$ cat src/rtl/pccr_regs.svh
// Register offsets, field positions, reset values and codes for the PHY control registers.
`ifndef PCCR_REGS_SVH
`define PCCR_REGS_SVH
`define PCCR_OFF_CABLE_RX     5'h09
`define PCCR_OFF_DUPLEX_ERR   5'h0A
`define PCCR_RESET_VALUE      16'h0000
`define PCCR_BIT_AUTORUN      8
`define PCCR_BIT_ROBUST       5
`define PCCR_BIT_EARLY_RXDV   1
`define PCCR_BIT_EXT_FDX      5
`define PCCR_BIT_IDLE_ERR     2
`define PCCR_BIT_ODD_DIS      1
`define PCCR_MASK_CABLE_RX    16'h0122
`define PCCR_MASK_DUPLEX_ERR  16'h0026
`define PCCR_SYM_J            5'h18
`define PCCR_SYM_K            5'h11
`define PCCR_SYM_IDLE         5'h1F
`endif

$ cat src/rtl/pccr_pkg.sv
// Types shared by the PHY control register block.
package pccr_pkg;
  typedef logic [15:0] pccr_word_type;   // One management register word.
  typedef logic [4:0]  pccr_addr_type;   // Register address on the management bus.
  typedef logic [4:0]  pccr_sym_type;    // One received code group.
  typedef enum logic [1:0] {PCCR_RX_IDLE, PCCR_RX_GOT_J, PCCR_RX_DATA} pccr_rx_state_type;
endpackage

$ cat src/rtl/pccr_top.sv
// Control register pair with its receive, duplex, crossover and diagnostic effects.
`timescale 1ns/100ps
`include "pccr_regs.svh"
module pccr_top
  import pccr_pkg::*;
(
  input  wire logic               clock_i,      // System clock, 125 MHz.
  input  wire logic               rst_i,        // Asynchronous reset, active high.
  input  wire pccr_pkg::pccr_addr_type reg_addr_i,   // Management register address.
  input  wire logic               reg_wr_i,     // Write strobe, one cycle.
  input  wire pccr_pkg::pccr_word_type reg_wdata_i,  // Write data.
  output logic [15:0]             reg_rdata_o,  // Registered read data for reg_addr_i.
  input  wire logic               link_up_i,    // Link status from the PCS.
  input  wire logic               an_or_force100_i, // Local side in autoneg or forced 100.
  input  wire logic               partner_forced100_i, // Partner detected as forced 100.
  input  wire logic               std_full_duplex_i,   // Standard duplex resolution.
  input  wire logic               rx_sym_en_i,  // One pulse per received code group.
  input  wire pccr_pkg::pccr_sym_type rx_sym_i, // Received code group.
  input  wire logic               tx_nib_en_i,  // One pulse per transmit nibble.
  input  wire logic               tx_en_i,      // Transmit enable from the MAC.
  input  wire logic               tx_er_i,      // Transmit error from the MAC.
  output logic                    diag_start_o, // One-cycle start of cable_reflectometry_diag.
  output logic                    robust_crossover_enable_o, // Robust crossover mode select.
  output logic                    full_duplex_o,// Resolved duplex.
  output logic                    rx_dv_o,      // Receive data valid.
  output logic                    rx_er_o,      // Receive error.
  output logic                    idle_sym_err_o, // Pulse: symbol error in idle.
  output logic                    tx_en_o,      // Transmit enable toward PCS.
  output logic                    tx_er_o       // Transmit error toward PCS.
);
  import pccr_pkg::*;

  ////////////////////////////////////////////////////////////////////////////
  // Register storage.
  pccr_word_type cr1_q, cr1_d;      // cable_and_receive_control.
  pccr_word_type cr2_q, cr2_d;      // duplex_and_error_control.
  logic [15:0]   rdata_q, rdata_d;

  // Read decode is used for the read mux; a function keeps it in one place.
  function automatic pccr_word_type read_word(pccr_addr_type a, pccr_word_type c1, pccr_word_type c2);
    pccr_word_type w;
    w = 16'h0000;
    if (a == `PCCR_OFF_CABLE_RX)
      w = c1 & `PCCR_MASK_CABLE_RX;
    else if (a == `PCCR_OFF_DUPLEX_ERR)
      w = c2 & `PCCR_MASK_DUPLEX_ERR;
    return w;
  endfunction

  // Writes land only on writable fields; reserved bits stay zero.
  always_comb
  begin
    cr1_d = cr1_q;
    cr2_d = cr2_q;
    if (reg_wr_i && reg_addr_i == `PCCR_OFF_CABLE_RX)
      cr1_d = reg_wdata_i & `PCCR_MASK_CABLE_RX;
    else if (reg_wr_i && reg_addr_i == `PCCR_OFF_DUPLEX_ERR)
      cr2_d = reg_wdata_i & `PCCR_MASK_DUPLEX_ERR;
    rdata_d = read_word(reg_addr_i, cr1_d, cr2_d);
  end

  // Register flops; all fields clear on reset.
  always_ff @(posedge clock_i or posedge rst_i)
  begin
    if (rst_i)
    begin
      cr1_q   <= `PCCR_RESET_VALUE;
      cr2_q   <= `PCCR_RESET_VALUE;
      rdata_q <= `PCCR_RESET_VALUE;
    end
    else
    begin
      cr1_q   <= cr1_d;
      cr2_q   <= cr2_d;
      rdata_q <= rdata_d;
    end
  end

  ////////////////////////////////////////////////////////////////////////////
  // Link status and mode controls. Link and mode inputs come from pins or
  // another domain, so they pass three flops; a change counts when the last two agree.
  logic [3:0] s1_q, s2_q, s3_q, flt_q, flt_d;
  logic [3:0] raw;
  logic       diag_q, diag_d, rob_q, rob_d, fdx_q, fdx_d;
  assign raw = {std_full_duplex_i, partner_forced100_i, an_or_force100_i, link_up_i};

  // Synchroniser banks are whole vectors so that each bank has a single writing process.
  always_ff @(posedge clock_i or posedge rst_i)
  begin
    if (rst_i)
    begin
      s1_q <= 4'h0;
      s2_q <= 4'h0;
      s3_q <= 4'h0;
    end
    else
    begin
      s1_q <= raw;
      s2_q <= s1_q;
      s3_q <= s2_q;
    end
  end

  // Agreement filter per input; a level counts only once the last two flops match.
  genvar gi;
  generate
    for (gi = 0; gi < 4; gi = gi + 1)
    begin : g_sync
      assign flt_d[gi] = (s2_q[gi] == s3_q[gi]) ? s3_q[gi] : flt_q[gi];
    end
  endgenerate

  // Diagnostic start on falling link, crossover mode, duplex resolution.
  always_comb
  begin
    diag_d = flt_q[0] && !flt_d[0] && cr1_q[`PCCR_BIT_AUTORUN];
    rob_d  = cr1_q[`PCCR_BIT_ROBUST];
    fdx_d  = flt_q[3];
    if (cr2_q[`PCCR_BIT_EXT_FDX] && flt_q[1] && flt_q[2])
      fdx_d = 1'b1;
  end

  // Control output flops.
  always_ff @(posedge clock_i or posedge rst_i)
  begin
    if (rst_i)
    begin
      flt_q  <= 4'h0;
      diag_q <= 1'b0;
      rob_q  <= 1'b0;
      fdx_q  <= 1'b0;
    end
    else
    begin
      flt_q  <= flt_d;
      diag_q <= diag_d;
      rob_q  <= rob_d;
      fdx_q  <= fdx_d;
    end
  end

  ////////////////////////////////////////////////////////////////////////////
  // Receive start-of-stream detection. Simplified: any code group other than
  // idle inside a frame counts as data; the end of stream is idle.
  pccr_rx_state_type st_q, st_d;
  logic dv_q, dv_d, er_q, er_d, ise_q, ise_d;

  // Next state and receive flags.
  always_comb
  begin
    st_d  = st_q;
    dv_d  = dv_q;
    er_d  = 1'b0;
    ise_d = 1'b0;
    if (rx_sym_en_i)
    begin
      case (st_q)
        PCCR_RX_IDLE:
        begin
          dv_d = 1'b0;
          if (rx_sym_i == `PCCR_SYM_J)
          begin
            st_d = PCCR_RX_GOT_J;
            dv_d = cr1_q[`PCCR_BIT_EARLY_RXDV];
          end
          else if (rx_sym_i != `PCCR_SYM_IDLE && cr2_q[`PCCR_BIT_IDLE_ERR])
            ise_d = 1'b1;
        end
        PCCR_RX_GOT_J:
        begin
          if (rx_sym_i == `PCCR_SYM_K)
          begin
            st_d = PCCR_RX_DATA;
            dv_d = 1'b1;
          end
          else
          begin
            st_d = PCCR_RX_IDLE;
            er_d = cr1_q[`PCCR_BIT_EARLY_RXDV];
            dv_d = 1'b0;
          end
        end
        default:
        begin
          if (rx_sym_i == `PCCR_SYM_IDLE)
          begin
            st_d = PCCR_RX_IDLE;
            dv_d = 1'b0;
          end
        end
      endcase
    end
  end

  // Receive flops.
  always_ff @(posedge clock_i or posedge rst_i)
  begin
    if (rst_i)
    begin
      st_q  <= PCCR_RX_IDLE;
      dv_q  <= 1'b0;
      er_q  <= 1'b0;
      ise_q <= 1'b0;
    end
    else
    begin
      st_q  <= st_d;
      dv_q  <= dv_d;
      er_q  <= er_d;
      ise_q <= ise_d;
    end
  end

  ////////////////////////////////////////////////////////////////////////////
  // Transmit odd-nibble handling.
  pccr_tx_odd u_tx_odd (
    .clock_i     (clock_i),
    .rst_i       (rst_i),
    .tx_nib_en_i (tx_nib_en_i),
    .tx_en_i     (tx_en_i),
    .tx_er_i     (tx_er_i),
    .odd_dis_i   (cr2_q[`PCCR_BIT_ODD_DIS]),
    .tx_en_o     (tx_en_o),
    .tx_er_o     (tx_er_o)
  );

  assign reg_rdata_o               = rdata_q;
  assign diag_start_o              = diag_q;
  assign robust_crossover_enable_o = rob_q;
  assign full_duplex_o             = fdx_q;
  assign rx_dv_o                   = dv_q;
  assign rx_er_o                   = er_q;
  assign idle_sym_err_o            = ise_q;

  ////////////////////////////////////////////////////////////////////////////
  // Checks.
  property p_no_autorun_when_off;
    @(posedge clock_i) disable iff (rst_i)
      !cr1_q[`PCCR_BIT_AUTORUN] |=> !diag_start_o;
  endproperty
  a_no_autorun_when_off: assert property (p_no_autorun_when_off)
    else $error("Diagnostic started with auto-run off.");

  property p_robust_follows;
    @(posedge clock_i) disable iff (rst_i)
      ##1 robust_crossover_enable_o == $past(cr1_q[`PCCR_BIT_ROBUST]);
  endproperty
  a_robust_follows: assert property (p_robust_follows)
    else $error("Crossover mode does not follow its control bit.");

  property p_normal_dv_waits_k;
    @(posedge clock_i) disable iff (rst_i)
      (st_q == PCCR_RX_IDLE && rx_sym_en_i && !cr1_q[`PCCR_BIT_EARLY_RXDV]) |=> !rx_dv_o;
  endproperty
  a_normal_dv_waits_k: assert property (p_normal_dv_waits_k)
    else $error("Receive valid raised before K in normal mode.");

  property p_early_dv_on_j;
    @(posedge clock_i) disable iff (rst_i)
      (st_q == PCCR_RX_IDLE && rx_sym_en_i && rx_sym_i == `PCCR_SYM_J && cr1_q[`PCCR_BIT_EARLY_RXDV]) |=> rx_dv_o;
  endproperty
  a_early_dv_on_j: assert property (p_early_dv_on_j)
    else $error("Early receive valid missing on J.");

  property p_ext_fdx;
    @(posedge clock_i) disable iff (rst_i)
      (cr2_q[`PCCR_BIT_EXT_FDX] && flt_q[1] && flt_q[2]) |=> full_duplex_o;
  endproperty
  a_ext_fdx: assert property (p_ext_fdx)
    else $error("Extended full duplex not applied.");

  property p_idle_err_off;
    @(posedge clock_i) disable iff (rst_i)
      !cr2_q[`PCCR_BIT_IDLE_ERR] |=> !idle_sym_err_o;
  endproperty
  a_idle_err_off: assert property (p_idle_err_off)
    else $error("Idle symbol error reported while disabled.");

  property p_reserved_zero;
    @(posedge clock_i) disable iff (rst_i)
      ((cr1_q & ~`PCCR_MASK_CABLE_RX) == 16'h0000) && ((cr2_q & ~`PCCR_MASK_DUPLEX_ERR) == 16'h0000);
  endproperty
  a_reserved_zero: assert property (p_reserved_zero)
    else $error("Reserved register bit became set.");
endmodule // pccr_top

$ cat src/rtl/pccr_tx_odd.sv
// Transmit enable stretcher for frames ending on an odd nibble.
`timescale 1ns/100ps
`include "pccr_regs.svh"
module pccr_tx_odd
  import pccr_pkg::*;
(
  input  wire logic clock_i,        // System clock.
  input  wire logic rst_i,          // Asynchronous reset, active high.
  input  wire logic tx_nib_en_i,    // One-cycle pulse per transmit nibble clock.
  input  wire logic tx_en_i,        // Transmit enable from the MAC.
  input  wire logic tx_er_i,        // Transmit error from the MAC.
  input  wire logic odd_dis_i,      // Odd-nibble detection disable.
  output logic      tx_en_o,        // Transmit enable toward the PCS.
  output logic      tx_er_o         // Transmit error toward the PCS.
);
  import pccr_pkg::*;

  logic odd_q, odd_d;               // High after an odd count of nibbles in the frame.
  logic ext_q, ext_d;               // High during the stretched nibble.
  logic en_q, en_d;
  logic er_q, er_d;

  // The stretch lasts exactly one nibble period so byte alignment is restored.
  always_comb
  begin
    odd_d = odd_q;
    ext_d = ext_q;
    en_d  = en_q;
    er_d  = er_q;
    if (tx_nib_en_i)
    begin
      ext_d = 1'b0;
      if (tx_en_i)
      begin
        odd_d = ~odd_q;
        en_d  = 1'b1;
        er_d  = tx_er_i;
      end
      else if (odd_q && !odd_dis_i && !ext_q)
      begin
        ext_d = 1'b1;
        odd_d = 1'b0;
        en_d  = 1'b1;
        er_d  = 1'b1;
      end
      else
      begin
        odd_d = 1'b0;
        en_d  = 1'b0;
        er_d  = 1'b0;
      end
    end
  end

  // State registers only.
  always_ff @(posedge clock_i or posedge rst_i)
  begin
    if (rst_i)
    begin
      odd_q <= 1'b0;
      ext_q <= 1'b0;
      en_q  <= 1'b0;
      er_q  <= 1'b0;
    end
    else
    begin
      odd_q <= odd_d;
      ext_q <= ext_d;
      en_q  <= en_d;
      er_q  <= er_d;
    end
  end

  assign tx_en_o = en_q;
  assign tx_er_o = er_q;

  // Disabled detection never produces a stretched nibble.
  property p_no_stretch_when_disabled;
    @(posedge clock_i) disable iff (rst_i)
      (tx_nib_en_i && !tx_en_i && odd_dis_i) |=> !tx_en_o;
  endproperty
  a_no_stretch_when_disabled: assert property (p_no_stretch_when_disabled)
    else $error("Transmit enable stretched while odd detection disabled.");

  // An odd end with detection on yields one enabled nibble flagged as error.
  property p_odd_stretch;
    @(posedge clock_i) disable iff (rst_i)
      (tx_nib_en_i && !tx_en_i && odd_q && !ext_q && !odd_dis_i) |=> (tx_en_o && tx_er_o);
  endproperty
  a_odd_stretch: assert property (p_odd_stretch)
    else $error("Odd nibble end was not stretched with error.");
endmodule // pccr_tx_odd
$ cat config.mk
export PLATFORM = sky130hd
export DESIGN_NAME = pccr_top
export DESIGN_NICKNAME = d
export VERILOG_FILES = /design/src/rtl/pccr_pkg.sv /design/src/rtl/pccr_top.sv /design/src/rtl/pccr_tx_odd.sv
export VERILOG_INCLUDE_DIRS = /design/src /design/src/rtl
export SDC_FILE = /design/constraint.sdc
export NUM_CORES = 1
export LEC_CHECK = 0
export BUFFER_PORTS_ARGS = -buffer_cell sky130_fd_sc_hd__buf_2
export CAP_MARGIN = 10
export CORE_MARGIN = 10
export CORE_UTILIZATION = 40
export DETAILED_ROUTE_END_ITERATION = 6
export PLACE_DENSITY = 0.74
export SYNTH_ARGS = -nofsm -noshare
export SYNTH_HDL_FRONTEND = slang
export SYNTH_SLANG_ARGS = --single-unit
export TNS_END_PERCENT = 5
$ cat constraint.sdc
create_clock -name clock_i -period 2.3 [get_ports clock_i]
set_input_delay 0.115 -clock clock_i [delete_from_list [all_inputs] [get_ports clock_i]]
set_output_delay 0.115 -clock clock_i [all_outputs]
set_load 0.05 [all_outputs]
==> flow_summary.ini <==
[power_and_ir_drop]
p_leak_nw = 0.902
pwr-share-comb_pct = 16.7
p_sw_share_pct = 27.5
p_per_area_nw_per_um2 = 770
p_switching_mw = 0.398
ir_drop_mv = 0.245
intPower_mw = 1.05
p_total_mw = 1.45
power_frac_clock_pct = 30.7
seqPwrFrac_pct = 52.6

[cts]
cts_root_buf = clkbuf_8
clock_latency_ns = 0.28
cts_htree_levels = 2
cts_buffers = 5
clk_pin_slew_ns = 0.07
cts.sinks = 38
cts_tree = built
cts_resized = 0
clockBufferDepth = 2
ctsHoldBuffers = 5
cts_setup_buffers = 0

[timing]
clock.fmax_ghz = 0.882
holdWs_ns = 0.0861
layout_min_cycle_time_ns = 1.13
rsz0062_at_grt = false
fin_tns_setup_ns = 0
finalSetupViolCount = 0
post-route-period-util_pct = 49.3
finalMaxSlewViolations = 0
finClkSkew_ns = 0.00232
finalHoldViolations = 0

[route]
via_count = 1057
highest_layer = met4
dr_wl_met2_um = 1570
dr.pass1.iters = 2
via_per_inst = 4.89
post_drt_wl_per_cell_um = 14.4
met3_length_um = 236
antenna_left = 0
drt-met1-wl_um = 1160
first_iter_violations = 43
routed_wl_um = 3120
drc_errors = 0

[synth]
synth_edf_count = 0
synth_cell_types = 27
synth.most_common_cell = dfrtp_1
seq_area_frac_synth_pct = 61.5
syn_avg_cell_area_um2 = 12.9
yosysTopAreaCell = dfrtp_1
syn_inst = 120
synth_top_flop_cell = dfrtp_1
synth_common_cells = 38 x dfrtp_1, 13 x buf_4
synthTopCellsByArea = dfrtp_1 62%, buf_4 6.3%, mux2_2 5.1%
syn_area_um2 = 1550
ys_ff_latch = 38
synthArstFlopShare_pct = 100
synth_warnings = 0
synth_top_area_share_pct = 61.5

[global_route]
first_global_vias = 1126
antenna_found_initial = 0
grt_pass1_wl_um = 5130
grt_overflow = 0
track_usage_pct = 10.1
grt_max_degree = 39

[job]
drv_cap = 0

[status]
status = complete, no violations

[setup_path]
worstPathRequired_ns = 2.51
cp-end-kind = register
path_cells = nor4b_1 > a21oi_1 > a21oi_1
critical_path.max_fanout = 4
slowest_delay_ns = 0.43
slowest_stage = nor4b_1
critPathLaunchType = register
critPathMostFrequentCell = a21oi_1
worstSetupPathType = reg2reg
critPathArrivalTime_ns = 1.34

[die]
io-pin-count = 61
die-width_um = 82.2
dieArea_um2 = 6750
die_h_um = 82.2
core.rowCount = 22
core_um2 = 3690
start_util_pct = 41.9

[finish]
final_util_pct = 50.9
areaGrowthSynthToFinish_pct = 21.5
antennaDiodeCount = 0
nets = 204
drive_above_1_share_pct = 32.1
final_area_um2 = 1880

[place]
place_area_um2 = 1740
post-dp-hpwl_um = 2370
port_buffers = 36
place.gp.congestion = 0.811

[hold_path]
min_path_type = in2reg
## routing by layer
layer | vias up | global-route usage [%]
met5 | - | 0
met4 | 0 | 8.16
met3 | 15 | 3.78
met2 | 36 | 16.8
met1 | 511 | 10.0
li1 | 495 | -
## area by class of cell
class / instances / area [µm²]
repair buffers: 42 / 238
clock buffers: 7 / 86.3
clock inverters: 1 / 5.00
inverters: 1 / 3.75
fillers: 325 / 1810
flip-flops and latches: 38 / 951
multi-input cells: 79 / 534
well taps: 48 / 60.1
## cells by family after synthesis
logic type,count (synthesis),synth area share (%)
adder cells (fa/ha/maj),4,2.59
buffers and inverters,14,6.56
AO/OA/AOI/OAI,13,5.75
multiplexers,14,9.64
flip-flops,38,61.5
AND/OR/NAND/NOR,36,13.7
other,1,0.243
## critical path, delay by kind of cell (launching register included)
family,cells,cell delay [ns]
flip-flops,1,0.41
AND/OR/NAND/NOR,1,0.43
AO/OA/AOI/OAI,2,0.22
## state kept, by name, summed over array words and instances (netlist names), 2 cells and up
register     count
s3_q             4
s1_q             4
cr2_q            3
reg_rdata_o      4
s2_q             4
st_q             2
cr1_q            3
flt_q            4
## stage by stage
step	worst slack [ns]	cells
floorplan	1.32	131
global placement	1.21	203
detailed placement	1.16	203
CTS	1.13	216
global route	1.00	216
finish	1.17	216
## cell usage in the layout (no fill, tap or decap), drive strengths merged, types with 2 or more instances in the layout
cell / Yosys / routed
mux2i: 7 / 7
nand4b: 3 / 3
nand3: 2 / 2
buf: 13 / 37
clkbuf: 0 / 7
nor3: 4 / 4
nor3b: 4 / 4
nand2: 7 / 7
a21oi: 4 / 4
nand2b: 5 / 5
nor2: 7 / 7
o22a: 2 / 2
maj3: 4 / 4
mux2: 7 / 7
conb: 1 / 12
dlygate4sd3: 0 / 5
dfrtp: 38 / 38
o211ai: 2 / 2
## power groups by stage
stage / sequential, mW / clock (mW) / combinational (mW)
after global routing: 0.768 / 0.495 / 0.262
after CTS: 0.761 / 0.464 / 0.244
final: 0.760 / 0.444 / 0.242
after detailed placement: 0.773 / 0 / 0.235
after floorplan: 0.811 / 0 / 0.144
after global placement: 0.770 / 0 / 0.228
## final timing paths
check,startpoint,to,slack (ns),cells after the start
max,cr2_q[1]$_DFF_PP0_,u_tx_odd.tx_er_o$_DFFE_PP0P_,1.17,3
min,reg_wdata_i[2],cr2_q[2]$_DFF_PP0_,0.09,2
max reg2reg,cr2_q[1]$_DFF_PP0_,u_tx_odd.tx_er_o$_DFFE_PP0P_,1.17,3
min reg2reg,s1_q[2]$_DFF_PP0_,s2_q[2]$_DFF_PP0_,0.35,0
max in group asynchronous,rst_i,cr2_q[5]$_DFF_PP0_,1.50,4
min in group asynchronous,rst_i,s2_q[1]$_DFF_PP0_,0.48,4
Power figures use the tool's default switching activity.
